==> src/core/mai_pkg.sv <==
// Constants, encodings and types for the move and indirect execute block.
package mai_pkg;
  localparam int INSTR_W = 14;
  localparam int DATA_W = 8;
  localparam int ADDR_W = 16;
  localparam int FILE_W = 7;
  localparam int BANK_W = 5;
  localparam int PLAT_W = 7;
  localparam int OFS_W = 6;
  localparam int MODE_W = 2;

  // Operand field positions inside the instruction word.
  localparam int MM_N_BIT = 2;
  localparam int REL_N_BIT = 6;
  localparam int MM_DEC_BIT = 0;

  // Pointer mode field encodings.
  localparam logic [MODE_W-1:0] MM_PREINC = 2'h0;
  localparam logic [MODE_W-1:0] MM_PREDEC = 2'h1;
  localparam logic [MODE_W-1:0] MM_POSTINC = 2'h2;
  localparam logic [MODE_W-1:0] MM_POSTDEC = 2'h3;

  // Opcode masks and match values.
  localparam logic [INSTR_W-1:0] MSK_IND = 14'h3ff8;
  localparam logic [INSTR_W-1:0] OPC_IND_RD = 14'h0010;
  localparam logic [INSTR_W-1:0] OPC_IND_WR = 14'h0018;
  localparam logic [INSTR_W-1:0] MSK_REL = 14'h3f80;
  localparam logic [INSTR_W-1:0] OPC_REL_RD = 14'h3f00;
  localparam logic [INSTR_W-1:0] OPC_REL_WR = 14'h3f80;
  localparam logic [INSTR_W-1:0] MSK_BANK = 14'h3fe0;
  localparam logic [INSTR_W-1:0] OPC_BANK = 14'h0020;
  localparam logic [INSTR_W-1:0] MSK_PLAT = 14'h3f80;
  localparam logic [INSTR_W-1:0] OPC_PLAT = 14'h3180;
  localparam logic [INSTR_W-1:0] MSK_LACC = 14'h3f00;
  localparam logic [INSTR_W-1:0] OPC_LACC = 14'h3000;
  localparam logic [INSTR_W-1:0] MSK_STORE = 14'h3f80;
  localparam logic [INSTR_W-1:0] OPC_STORE = 14'h0080;

  // Core file addresses handled inside the block.
  localparam logic [FILE_W-1:0] F_IND0 = 7'h00;
  localparam logic [FILE_W-1:0] F_IND1 = 7'h01;
  localparam logic [FILE_W-1:0] F_PTR0_LO = 7'h04;
  localparam logic [FILE_W-1:0] F_PTR0_HI = 7'h05;
  localparam logic [FILE_W-1:0] F_PTR1_LO = 7'h06;
  localparam logic [FILE_W-1:0] F_PTR1_HI = 7'h07;

  // Reset values and step sizes.
  localparam logic [ADDR_W-1:0] PTR_RST = 16'h0000;
  localparam logic [ADDR_W-1:0] PTR_ONE = 16'h0001;
  localparam logic [DATA_W-1:0] DATA_RST = 8'h00;
  localparam logic [BANK_W-1:0] BANK_RST = 5'h00;
  localparam logic [PLAT_W-1:0] PLAT_RST = 7'h00;
  localparam logic [FILE_W-1:0] FILE_RST = 7'h00;

  typedef enum {
    MAI_NONE, MAI_IND_RD, MAI_IND_WR, MAI_REL_RD, MAI_REL_WR,
    MAI_BANK, MAI_PLAT, MAI_LACC, MAI_STORE
  } mai_op_t;
endpackage : mai_pkg

==> src/core/mai_exec.sv <==
// Execute stage for the data-move and indirect-addressing instructions.
`timescale 1ns/100ps

// Notes on behaviour
// - indirect moves use pointer zero or one
// - mode 00 preinc, 01 predec, 10/11 post
// - address is pointer plus one, minus one, offset
// - pointer steps by one; relative form holds
// - indirect register redirects to pointed location
// - pointer is 16 bits and wraps
// - bank literal load, flags untouched
// - 7-bit program latch literal load, flags untouched
// - 8-bit accumulator literal load, flags untouched
// - accumulator copied to file register
// - pointer stepping never touches flags
module mai_exec (
  // Clock and reset.
  input wire logic clock,
  input wire logic rst_n,
  // Instruction from decode.
  input wire logic instr_valid,
  input wire logic [mai_pkg::INSTR_W-1:0] instr_word,
  // Data memory.
  input wire logic [mai_pkg::DATA_W-1:0] mem_rdata,
  output logic [mai_pkg::ADDR_W-1:0] mem_addr,
  output logic [mai_pkg::DATA_W-1:0] mem_wdata,
  output logic mem_we,
  output logic mem_re,
  // File register write port.
  output logic [mai_pkg::FILE_W-1:0] file_addr,
  output logic [mai_pkg::DATA_W-1:0] file_wdata,
  output logic file_we,
  // Core state.
  output logic [mai_pkg::DATA_W-1:0] acc,
  output logic zero_flag,
  output logic [mai_pkg::BANK_W-1:0] bank_select,
  output logic [mai_pkg::PLAT_W-1:0] prog_latch,
  output logic [mai_pkg::ADDR_W-1:0] pointer0,
  output logic [mai_pkg::ADDR_W-1:0] pointer1,
  // Completion.
  output logic instr_done,
  output logic instr_unknown
);
  import mai_pkg::*;

  function automatic logic hit(input logic [INSTR_W-1:0] w,
                               input logic [INSTR_W-1:0] m,
                               input logic [INSTR_W-1:0] v);
    hit = (w & m) == v;
  endfunction : hit

  function automatic mai_op_t decode(input logic [INSTR_W-1:0] w);
    mai_op_t r;
    r = MAI_NONE;
    if (hit(w, MSK_IND, OPC_IND_RD)) r = MAI_IND_RD;
    else if (hit(w, MSK_IND, OPC_IND_WR)) r = MAI_IND_WR;
    else if (hit(w, MSK_REL, OPC_REL_RD)) r = MAI_REL_RD;
    else if (hit(w, MSK_REL, OPC_REL_WR)) r = MAI_REL_WR;
    else if (hit(w, MSK_BANK, OPC_BANK)) r = MAI_BANK;
    else if (hit(w, MSK_PLAT, OPC_PLAT)) r = MAI_PLAT;
    else if (hit(w, MSK_LACC, OPC_LACC)) r = MAI_LACC;
    else if (hit(w, MSK_STORE, OPC_STORE)) r = MAI_STORE;
    decode = r;
  endfunction : decode

  logic [ADDR_W-1:0] ptr0_reg, ptr1_reg, mem_addr_reg;
  logic [DATA_W-1:0] acc_reg, mem_wdata_reg, file_wdata_reg;
  logic [FILE_W-1:0] file_addr_reg;
  logic [BANK_W-1:0] bank_reg;
  logic [PLAT_W-1:0] plat_reg;
  logic zero_reg, mem_we_reg, mem_re_reg, file_we_reg;
  logic rd_pending_reg, done_reg, unknown_reg;

  mai_op_t op;
  logic is_ind, is_rel, sel, redirect;
  logic [MODE_W-1:0] mm;
  logic [FILE_W-1:0] fa;
  logic [ADDR_W-1:0] ptr_cur, ofs_ext, eff_addr, ptr_next;
  logic [DATA_W-1:0] acc_now;

  always_comb begin
    op = instr_valid ? decode(instr_word) : MAI_NONE;
    is_ind = (op == MAI_IND_RD) || (op == MAI_IND_WR);
    is_rel = (op == MAI_REL_RD) || (op == MAI_REL_WR);
    mm = instr_word[MODE_W-1:0];
    fa = instr_word[FILE_W-1:0];
    redirect = (op == MAI_STORE) && (fa == F_IND0 || fa == F_IND1);
    // Pointer number sits in a different bit for the relative form.
    if (is_rel) sel = instr_word[REL_N_BIT];
    else if (redirect) sel = (fa == F_IND1);
    else sel = instr_word[MM_N_BIT];
    ptr_cur = sel ? ptr1_reg : ptr0_reg;
    ofs_ext = {{(ADDR_W-OFS_W){instr_word[OFS_W-1]}},
               instr_word[OFS_W-1:0]};
    // Sums stay at 16 bits so stepping wraps at both ends.
    if (is_rel) eff_addr = ptr_cur + ofs_ext;
    else if (is_ind && mm == MM_PREINC) eff_addr = ptr_cur + PTR_ONE;
    else if (is_ind && mm == MM_PREDEC) eff_addr = ptr_cur - PTR_ONE;
    else eff_addr = ptr_cur;
    if (mm[MM_DEC_BIT]) ptr_next = ptr_cur - PTR_ONE;
    else ptr_next = ptr_cur + PTR_ONE;
    // A read still landing this cycle is forwarded to the accumulator use.
    acc_now = rd_pending_reg ? mem_rdata : acc_reg;
  end

  // Pointer registers: stepped by indirect modes, loaded by byte stores.
  always_ff @(posedge clock or negedge rst_n) begin
    if (!rst_n) begin
      ptr0_reg <= PTR_RST;
      ptr1_reg <= PTR_RST;
    end else if (is_ind) begin
      if (sel) ptr1_reg <= ptr_next;
      else ptr0_reg <= ptr_next;
    end else if (op == MAI_STORE) begin
      if (fa == F_PTR0_LO) ptr0_reg[DATA_W-1:0] <= acc_now;
      if (fa == F_PTR0_HI) ptr0_reg[ADDR_W-1:DATA_W] <= acc_now;
      if (fa == F_PTR1_LO) ptr1_reg[DATA_W-1:0] <= acc_now;
      if (fa == F_PTR1_HI) ptr1_reg[ADDR_W-1:DATA_W] <= acc_now;
    end
  end

  // Data memory access, one request per indirect instruction.
  always_ff @(posedge clock or negedge rst_n) begin
    if (!rst_n) begin
      mem_addr_reg <= PTR_RST;
      mem_wdata_reg <= DATA_RST;
      mem_we_reg <= 1'b0;
      mem_re_reg <= 1'b0;
      rd_pending_reg <= 1'b0;
    end else begin
      mem_we_reg <= (op == MAI_IND_WR) || (op == MAI_REL_WR) || redirect;
      mem_re_reg <= (op == MAI_IND_RD) || (op == MAI_REL_RD);
      rd_pending_reg <= (op == MAI_IND_RD) || (op == MAI_REL_RD);
      if (is_ind || is_rel || redirect) begin
        mem_addr_reg <= eff_addr;
        mem_wdata_reg <= acc_now;
      end
    end
  end

  // File register writes for ordinary addresses.
  always_ff @(posedge clock or negedge rst_n) begin
    if (!rst_n) begin
      file_addr_reg <= FILE_RST;
      file_wdata_reg <= DATA_RST;
      file_we_reg <= 1'b0;
    end else begin
      file_we_reg <= (op == MAI_STORE) && !redirect &&
                     !(fa == F_PTR0_LO || fa == F_PTR0_HI ||
                       fa == F_PTR1_LO || fa == F_PTR1_HI);
      if (op == MAI_STORE) begin
        file_addr_reg <= fa;
        file_wdata_reg <= acc_now;
      end
    end
  end

  // Accumulator and zero flag; a literal load wins over a landing read.
  always_ff @(posedge clock or negedge rst_n) begin
    if (!rst_n) begin
      acc_reg <= DATA_RST;
      zero_reg <= 1'b0;
    end else if (op == MAI_LACC) begin
      acc_reg <= instr_word[DATA_W-1:0];
    end else if (rd_pending_reg) begin
      acc_reg <= mem_rdata;
      zero_reg <= (mem_rdata == DATA_RST);
    end
  end

  // Bank select and program latch.
  always_ff @(posedge clock or negedge rst_n) begin
    if (!rst_n) begin
      bank_reg <= BANK_RST;
      plat_reg <= PLAT_RST;
    end else begin
      if (op == MAI_BANK) bank_reg <= instr_word[BANK_W-1:0];
      if (op == MAI_PLAT) plat_reg <= instr_word[PLAT_W-1:0];
    end
  end

  // Completion flags: every accepted word finishes in one cycle.
  always_ff @(posedge clock or negedge rst_n) begin
    if (!rst_n) begin
      done_reg <= 1'b0;
      unknown_reg <= 1'b0;
    end else begin
      done_reg <= instr_valid && (op != MAI_NONE);
      unknown_reg <= instr_valid && (op == MAI_NONE);
    end
  end

  assign mem_addr = mem_addr_reg;
  assign mem_wdata = mem_wdata_reg;
  assign mem_we = mem_we_reg;
  assign mem_re = mem_re_reg;
  assign file_addr = file_addr_reg;
  assign file_wdata = file_wdata_reg;
  assign file_we = file_we_reg;
  assign acc = acc_reg;
  assign zero_flag = zero_reg;
  assign bank_select = bank_reg;
  assign prog_latch = plat_reg;
  assign pointer0 = ptr0_reg;
  assign pointer1 = ptr1_reg;
  assign instr_done = done_reg;
  assign instr_unknown = unknown_reg;

  a_ptr_select: assert property (@(posedge clock) disable iff (!rst_n)
    is_ind && sel |=> $stable(ptr0_reg))
    else $error("pointer zero moved on a pointer one access");
  a_preinc_addr: assert property (@(posedge clock) disable iff (!rst_n)
    is_ind && mm == MM_PREINC && !sel |=>
    mem_addr_reg == $past(ptr0_reg) + PTR_ONE)
    else $error("preincrement address wrong");
  a_postdec_addr: assert property (@(posedge clock) disable iff (!rst_n)
    is_ind && mm == MM_POSTDEC && sel |=>
    mem_addr_reg == $past(ptr1_reg) && ptr1_reg == mem_addr_reg - PTR_ONE)
    else $error("postdecrement address or update wrong");
  a_rel_hold: assert property (@(posedge clock) disable iff (!rst_n)
    is_rel |=> $stable(ptr0_reg) && $stable(ptr1_reg))
    else $error("relative form changed a pointer");
  a_ind_redirect: assert property (@(posedge clock) disable iff (!rst_n)
    redirect |=> mem_we_reg && !file_we_reg)
    else $error("indirect register store not redirected");
  a_ptr_wrap: assert property (@(posedge clock) disable iff (!rst_n)
    is_ind && !sel && !mm[MM_DEC_BIT] && ptr0_reg == ~PTR_RST |=>
    ptr0_reg == PTR_RST)
    else $error("pointer did not wrap");
  a_bank_load: assert property (@(posedge clock) disable iff (!rst_n)
    op == MAI_BANK && !rd_pending_reg |=>
    bank_reg == $past(instr_word[BANK_W-1:0]) && $stable(zero_reg))
    else $error("bank literal load wrong");
  a_plat_load: assert property (@(posedge clock) disable iff (!rst_n)
    op == MAI_PLAT |=> plat_reg == $past(instr_word[PLAT_W-1:0]))
    else $error("program latch load wrong");
  a_acc_load: assert property (@(posedge clock) disable iff (!rst_n)
    op == MAI_LACC |=> acc_reg == $past(instr_word[DATA_W-1:0]) &&
    $stable(zero_reg))
    else $error("accumulator literal load wrong");
  a_store_file: assert property (@(posedge clock) disable iff (!rst_n)
    op == MAI_STORE && fa > F_PTR1_HI && !rd_pending_reg |=>
    file_we_reg && file_wdata_reg == acc_reg && $stable(acc_reg))
    else $error("accumulator store wrong");
  a_step_flags: assert property (@(posedge clock) disable iff (!rst_n)
    op == MAI_IND_WR && !rd_pending_reg |=> $stable(zero_reg))
    else $error("pointer step changed the zero flag");
  a_read_zero: assert property (@(posedge clock) disable iff (!rst_n)
    rd_pending_reg && op != MAI_LACC |=> zero_reg == (acc_reg == DATA_RST))
    else $error("zero flag disagrees with moved byte");
  a_one_cycle: assert property (@(posedge clock) disable iff (!rst_n)
    instr_valid && op != MAI_NONE |=> done_reg && !unknown_reg)
    else $error("instruction did not finish in one cycle");
endmodule : mai_exec

==> config.mk <==
export PLATFORM = sky130hd
export DESIGN_NAME = mai_exec
export DESIGN_NICKNAME = d
export VERILOG_FILES = /design/src/core/mai_pkg.sv /design/src/core/mai_exec.sv
export SDC_FILE = /design/constraint.sdc
export NUM_CORES = 1
export LEC_CHECK = 0
export BUFFER_PORTS_ARGS = -buffer_cell sky130_fd_sc_hd__buf_4
export CAP_MARGIN = 25
export CELL_PAD_IN_SITES_DETAIL_PLACEMENT = 0
export CELL_PAD_IN_SITES_GLOBAL_PLACEMENT = 2
export CORE_MARGIN = 1
export CORE_UTILIZATION = 38
export CTS_BUF_LIST = sky130_fd_sc_hd__clkbuf_8
export DETAILED_ROUTE_END_ITERATION = 12
export PLACE_DENSITY = 0.95
export SLEW_MARGIN = 20
export SYNTH_ARGS = -nofsm -noshare
export SYNTH_HDL_FRONTEND = slang
export SYNTH_SLANG_ARGS = --single-unit
==> constraint.sdc <==
create_clock -name clock -period 4.65 [get_ports clock]
set_input_delay 0 -clock clock [delete_from_list [all_inputs] [get_ports clock]]
set_output_delay 0 -clock clock [all_outputs]
set_load 0.01 [all_outputs]
==> results of run 1 <==
[area by class of cell]
type	instances	area share
multi-input combinational	532	0.471
sequential	97	0.311
timing repair buffer	146	0.146
tap	216	0.0346
clock buffer	9	0.0159
clock inverter	7	0.0120
inverter	22	0.0106
[worst max-delay path: stages]
cell and delay (ps):
dlygate4sd3_1 540, buf_4 180, nor4_4 420, nand4_2 220, a31oi_4 320, buf_12 200, mux2i_1 360, inv_1 170
ha_1 370, a21o_1 200, a21o_1 180, a2111oi_0 300, o2111ai_1 270, nand3_1 230, o211ai_1 100, o21ai_0 100
xnor2_1 90, a221o_1 340
[cell usage in the layout, fill, tap and decap left out, types with 6 or more instances in the layout]
master	count
buf_4	133
dfrtp_1	97
nand2_1	80
nor2_1	73
mux2_2	57
a21oi_1	37
mux2i_1	29
xnor2_1	28
nand3_1	23
inv_1	21
o21ai_0	20
ha_1	19
a31oi_1	14
nor3_1	12
dlygate4sd3_1	12
nand4_1	10
clkbuf_8	9
o211ai_1	8
a21o_1	8
and3_1	7
mux2_1	7
o31ai_1	7
nor4_1	6
nand3b_1	6
or3_1	6
[through the flow]
step / cell area [um^2] / util / setup slack (ps)
CTS: 7810 / 0.487 / 422
detailed placement: 7470 / 0.465 / 544
global route: 7810 / 0.487 / 64.7
floorplan: 6320 / - / 762
global placement: 7470 / 0.465 / 678
finish: 7810 / 0.487 / 346
[what timing repair did]
item                                   CTS  global route
setup buffers                            0             0
resized for setup                        0             0
hold buffers                            12             0
endpoints found under the hold margin   60             0
[cells by family after synthesis]
kind of cell | Yosys count | synth area share
flip-flops | 97 | 0.384
XOR/XNOR | 32 | 0.0443
adder cells (fa/ha/maj) | 20 | 0.0392
buffers and inverters | 53 | 0.0344
AO/OA/AOI/OAI | 136 | 0.145
multiplexers | 93 | 0.160
AND/OR/NAND/NOR | 251 | 0.193
[worst max path at each step]
stage,end,depth (start not counted)
after floorplan,mem_addr[15],19
after global placement,mem_addr[14],17
after detailed placement,mem_addr[14],17
after CTS,mem_addr[14],18
after global routing,mem_addr[14],18
final,mem_addr[14],18
[metal layers]
layer | GRT usage | vias to the layer above
li1 | - | 2716
met1 | 0.361 | 2740
met2 | 0.391 | 235
met3 | 0.0379 | 21
met4 | 0.0561 | 0
met5 | 0 | -
[power groups by stage]
stage / logic (uW) / registers (uW) / clock network [uW]
global route: 1200 / 1110 / 634
CTS: 1090 / 1090 / 601
floorplan: 582 / 1140 / 0
global placement: 1050 / 1100 / 0
detailed placement: 1070 / 1110 / 0
finish: 1090 / 1090 / 590
==> flow_summary_export.csv, run 1 <==
group,metric,value,unit
hold_path,hp-class,"in -> reg",
logic_synthesis,synthArstFlopShare,1.00,
sta,final_hold_viol_count,0,
sta,max_freq,232,MHz
setup_path,reg2reg_slack,1190,ps
floorplan,placementRows,46,
setup_path,r2r_cells,12,
hold_path,hold_end,"mem_wdata[1]",
run_status,outcome,"complete, no violations",
floorplan,start_util,0.394,
route,wl_per_cell,19.6,um
hold_path,hp-start,"mem_rdata[1]",
global_route,overflow,0,
sta,skew,19.5,ps
power,switching_power,1090,uW
placed_design,gp_congestion,0.850,
logic_synthesis,netlist.top_cell.by_area,"dfrtp_1",
setup_path,worstReg2RegStart,"pointer1[3]",
logic_synthesis,synth_cell_types,67,
route,wl_met3,1190,um
final_layout,layout.area.seq,2430,um^2
setup_path,endpoint_kind,"register",
route,routed_wirelength,20100,um
power,switching_share,0.392,
logic_synthesis,synth_edf_count,0,
route,drt-met1-wl,9650,um
route,top_layer,"met4",
global_route,grt_pass1_wl,31900,um
logic_synthesis,synth_fp_nets,726,
floorplan,core_area,16100,um^2
sta,worst_pin_slew,908,ps
sta,final.setup.tns,0,ps
clocking,cts.path.max_buffers,2,
placed_design,post-place-cells,1001,
placed_design,dp_hpwl,15200,um
setup_path,start_kind,"input port",
logic_synthesis,syn-instance-count,682,
sta,finalSetupViolCount,0,
logic_synthesis,avgSynthCellArea,9.27,um^2
power,pwr-share-seq,0.393,
power,power_density,355,nW/um^2
power,power_frac_comb,0.394,
clocking,clk_latency,400,ps
setup_path,crit_type,"in -> reg",
floorplan,die_x,131,um
clocking,clk_pin_slew_worst_paths,110,ps
global_route,grtUsageTotal,0.249,
floorplan,dieArea,17200,um^2
clocking,htree_levels,3,
route,wl_met2,9050,um
logic_synthesis,ys_ff_latch,97,
global_route,antenna_found_initial,0,
final_layout,final_cell_count_no_fill,1029,
setup_path,r2r-end,"mem_addr[14]",
clocking,cts.sinks,97,
global_route,grt_max_degree,57,
route,vias_per_cell,5.55,
clocking,cts_tree,"done",
sta,min_period,4300,ps
clocking,cts_root_buf,"clkbuf_8",
setup_path,required,4940,ps
power,intPower,1690,uW
sta,rsz0062_at_grt,"no",
power,p_clk_frac,0.213,
clocking,cts_made_buffers,9,
route,drcViolationCount,0,
logic_synthesis,synth_commonest_cells,"97 x dfrtp_1, 80 x nand2_1, 73 x nor2_1",
setup_path,crit_arrival,4590,ps
sta,period_share,0.926,
global_route,first_global_vias,5564,
placed_design,io_buffers,121,
route,ant_nets,0,
final_layout,n_antenna_cell,0,
floorplan,io_pins,122,
logic_synthesis,synth_most_common_cell,"dfrtp_1",
route,first_iter_violations,410,
floorplan,die_h,131,um
final_layout,area_growth,23.6,%
sta,slew_violations,0,
final_layout,fill_cells,1495,
sta,max_slew_margin,0.391,
final_layout,multi_input_area,3680,um^2
logic_synthesis,syn-cell-area,6320,um^2
logic_synthesis,ys_top_cells_by_area,"dfrtp_1 38%, mux2_2 10%, nand2_1 4.8%",
logic_synthesis,ys_seq_area_frac,0.384,
job,drv_cap,0,
power,leakage,0.00383,uW
route,vias,5712,
logic_synthesis,synth_top_area_share,0.384,
hold_path,min_path_cells,4,
final_layout,nets,852,
logic_synthesis,ys.flop_type,"dfrtp_1",
logic_synthesis,yosys_warnings,0,
sta,finalHoldWorstSlack,59.0,ps
power,p_total,2770,uW
power,ir_worst_vdd,0.196,mV
setup_path,startpoint,"instr_word[6]",
setup_path,worst-path-max-fanout,17,
route,dr.pass1.iters,5,
final_layout,drive_above_1_share,0.268,
Note: power is estimated with default switching activity, not from simulation.
==> run 2, diff against run 1 <==
ABC_AREA = 1   (was unset)
CORE_UTILIZATION = 34   (was 38)
==> run 2 against run 1 <==
  * Non-clock buffer count fell by 3
  * Global-route usage fell by 1.8 points
  * Flip-flop and latch count did not move
  * Wire length rose by 20%
  * Combinational power fell by 13%
  * Setup slack improved by 240 ps
  * Die area rose by 23%
  * Clock-buffer cell count did not move
  * Critical path depth rose by 7
==> flow_summary_export.csv, run 2 <==
group,metric,value,unit
run_status,outcome,"complete, no violations",
sta,final.setup.tns,0,ps
floorplan,io_pins,122,
power,intPower,1540,uW
sta,rsz0062_at_grt,"no",
setup_path,endpoint_kind,"register",
sta,max_slew_margin,0.367,
floorplan,dieArea,21100,um^2
final_layout,fill_cells,2165,
job,drv_cap,0,
sta,skew,18.5,ps
power,switching_power,1050,uW
setup_path,required,4990,ps
logic_synthesis,netlist.top_cell.by_area,"dfrtp_1",
final_layout,layout_common_cells,"446 x nand2_1, 134 x buf_4, 97 x dfrtp_1",
global_route,antenna_found_initial,0,
hold_path,hp-class,"in -> reg",
final_layout,n_antenna_cell,0,
logic_synthesis,syn-cell-area,6970,um^2
logic_synthesis,ys_seq_area_frac,0.348,
logic_synthesis,ys_top_cells_by_area,"dfrtp_1 35%, nand2_1 24%, nand3_1 5.2%",
sta,finalSetupViolCount,0,
power,ir_worst_vdd,0.139,mV
setup_path,crit_arrival,4400,ps
logic_synthesis,synthArstFlopShare,1.00,
clocking,cts_root_buf,"clkbuf_8",
clocking,cts_tree,"done",
floorplan,die_h,145,um
power,p_clk_frac,0.227,
final_layout,drive_above_1_share,0.171,
clocking,post_cts_buffers,0,
logic_synthesis,yosys_warnings,0,
sta,final_hold_viol_count,0,
sta,finalHoldWorstSlack,58.4,ps
logic_synthesis,synth_top_area_share,0.348,
power,switching_share,0.405,
route,vias,7377,
global_route,grt_pass1_wl,38400,um
floorplan,start_util,0.352,
route,dr.pass1.iters,5,
clocking,clk_latency,400,ps
clocking,cts.sinks,97,
placed_design,dp_hpwl,18500,um
global_route,first_global_vias,6994,
floorplan,die_x,145,um
clocking,clk_pin_slew_worst_paths,120,ps
power,leakage,0.00449,uW
global_route,grt_max_degree,61,
sta,min_period,4070,ps
logic_synthesis,synth_commonest_cells,"446 x nand2_1, 97 x dfrtp_1, 81 x nor2_1",
power,power_frac_comb,0.365,
sta,max_freq,246,MHz
route,wl_per_cell,16.4,um
clocking,cts.path.max_buffers,2,
setup_path,worst-path-max-fanout,30,
floorplan,placementRows,51,
setup_path,start_kind,"input port",
final_layout,nets,1246,
clocking,cts_made_buffers,9,
logic_synthesis,ys.flop_type,"dfrtp_1",
logic_synthesis,synth_fp_nets,1120,
final_layout,final_common_cell,"nand2_1",
setup_path,reg2reg_slack,2240,ps
logic_synthesis,synth_most_common_cell,"nand2_1",
route,vias_per_cell,5.01,
route,first_iter_violations,540,
logic_synthesis,synth_cell_types,39,
clocking,htree_levels,3,
clocking,ctsHoldBuffers,9,
placed_design,io_buffers,121,
floorplan,core_area,19800,um^2
sta,worst_pin_slew,940,ps
global_route,overflow,0,
route,drcViolationCount,0,
power,pwr-share-seq,0.408,
logic_synthesis,avgSynthCellArea,6.48,um^2
placed_design,gp_congestion,0.880,
power,power_density,306,nW/um^2
logic_synthesis,syn-instance-count,1076,
sta,period_share,0.875,
route,ant_nets,0,
logic_synthesis,ys_ff_latch,97,
clocking,cts_resized,0,
global_route,grtUsageTotal,0.231,
sta,slew_violations,0,
route,routed_wirelength,24200,um
final_layout,area_growth,21.4,%
setup_path,crit_type,"in -> reg",
logic_synthesis,synth_edf_count,0,
==> run 2: cells by family after synthesis <==
kind of cell / count (synthesis) / share of synthesized area
XOR/XNOR: 14 / 0.0176
AND/OR/NAND/NOR: 677 / 0.416
buffers and inverters: 119 / 0.0690
flip-flops: 97 / 0.348
adder cells (fa/ha/maj): 19 / 0.0341
AO/OA/AOI/OAI: 150 / 0.115
==> run 2: routing by layer <==
layer | up-vias | GRT usage | part of all wire
met3 | 29 | 0.0336 | 0.057
met1 | 3404 | 0.346 | 0.50
met5 | - | 0 | 0
li1 | 3719 | - | -
met4 | 0 | 0.0663 | 0.017
met2 | 225 | 0.342 | 0.43
==> run 2: cell type report <==
class	count	area (um^2)	area share
flip-flops and latches	97	2430	0.287
clock buffers	9	124	0.0146
well taps	265	332	0.0392
clock inverters	7	76.3	0.00903
inverters	91	342	0.0404
repair buffers	143	1100	0.130
multi-input cells	860	4060	0.480
==> run 2: final timing paths <==
check | end | from | cells after the start
setup / recovery | mem_addr[8] | instr_word[6] | 25
hold / removal | acc[4] | mem_rdata[4] | 5
setup reg to reg | mem_addr[8] | pointer1[0] | 14
hold reg to reg | mem_addr[9] | mem_addr[9] | 2
max in group asynchronous | mem_addr[11] | rst_n | 3
min in group asynchronous | prog_latch[4] | rst_n | 2
==> run 2: stage by stage <==
stage	power, uW	std cells	util	area, um^2	worst slack [ps]
after global placement	2010	1447	0.413	8170	657
after CTS	2600	1472	0.428	8460	641
after detailed placement	2010	1447	0.413	8170	627
final	2590	1472	0.428	8460	582
after floorplan	1560	1076	-	6970	2030
after global routing	2750	1472	0.428	8460	133
==> run 2: critical path, stage by stage <==
cell           delay, ps
dlygate4sd3_1        530
buf_4                130
inv_2                130
nand2_1              100
nor2_2               160
nand4_1              170
nor2_1               200
nand2_1               70
o21ai_0               90
nand3_2              470
nand2_4              500
nand2_1              110
nand2_2              200
inv_1                120
ha_1                 230
ha_1                 180
inv_1                 50
nand2_1              110
a21oi_1              230
o21ai_0              140
a21oi_1              160
o21ai_1               90
nand2_1               70
nand2_1               50
nand2_1               80
==> run 2: power groups by stage <==
stage	Clock [uW]	Combinational [uW]	Sequential, uW
2_1_floorplan	0	450	1110
3_3_place_gp	0	932	1080
3_5_place_dp	0	933	1070
4_1_cts	604	943	1060
5_1_grt	627	1050	1070
6_report	587	947	1060
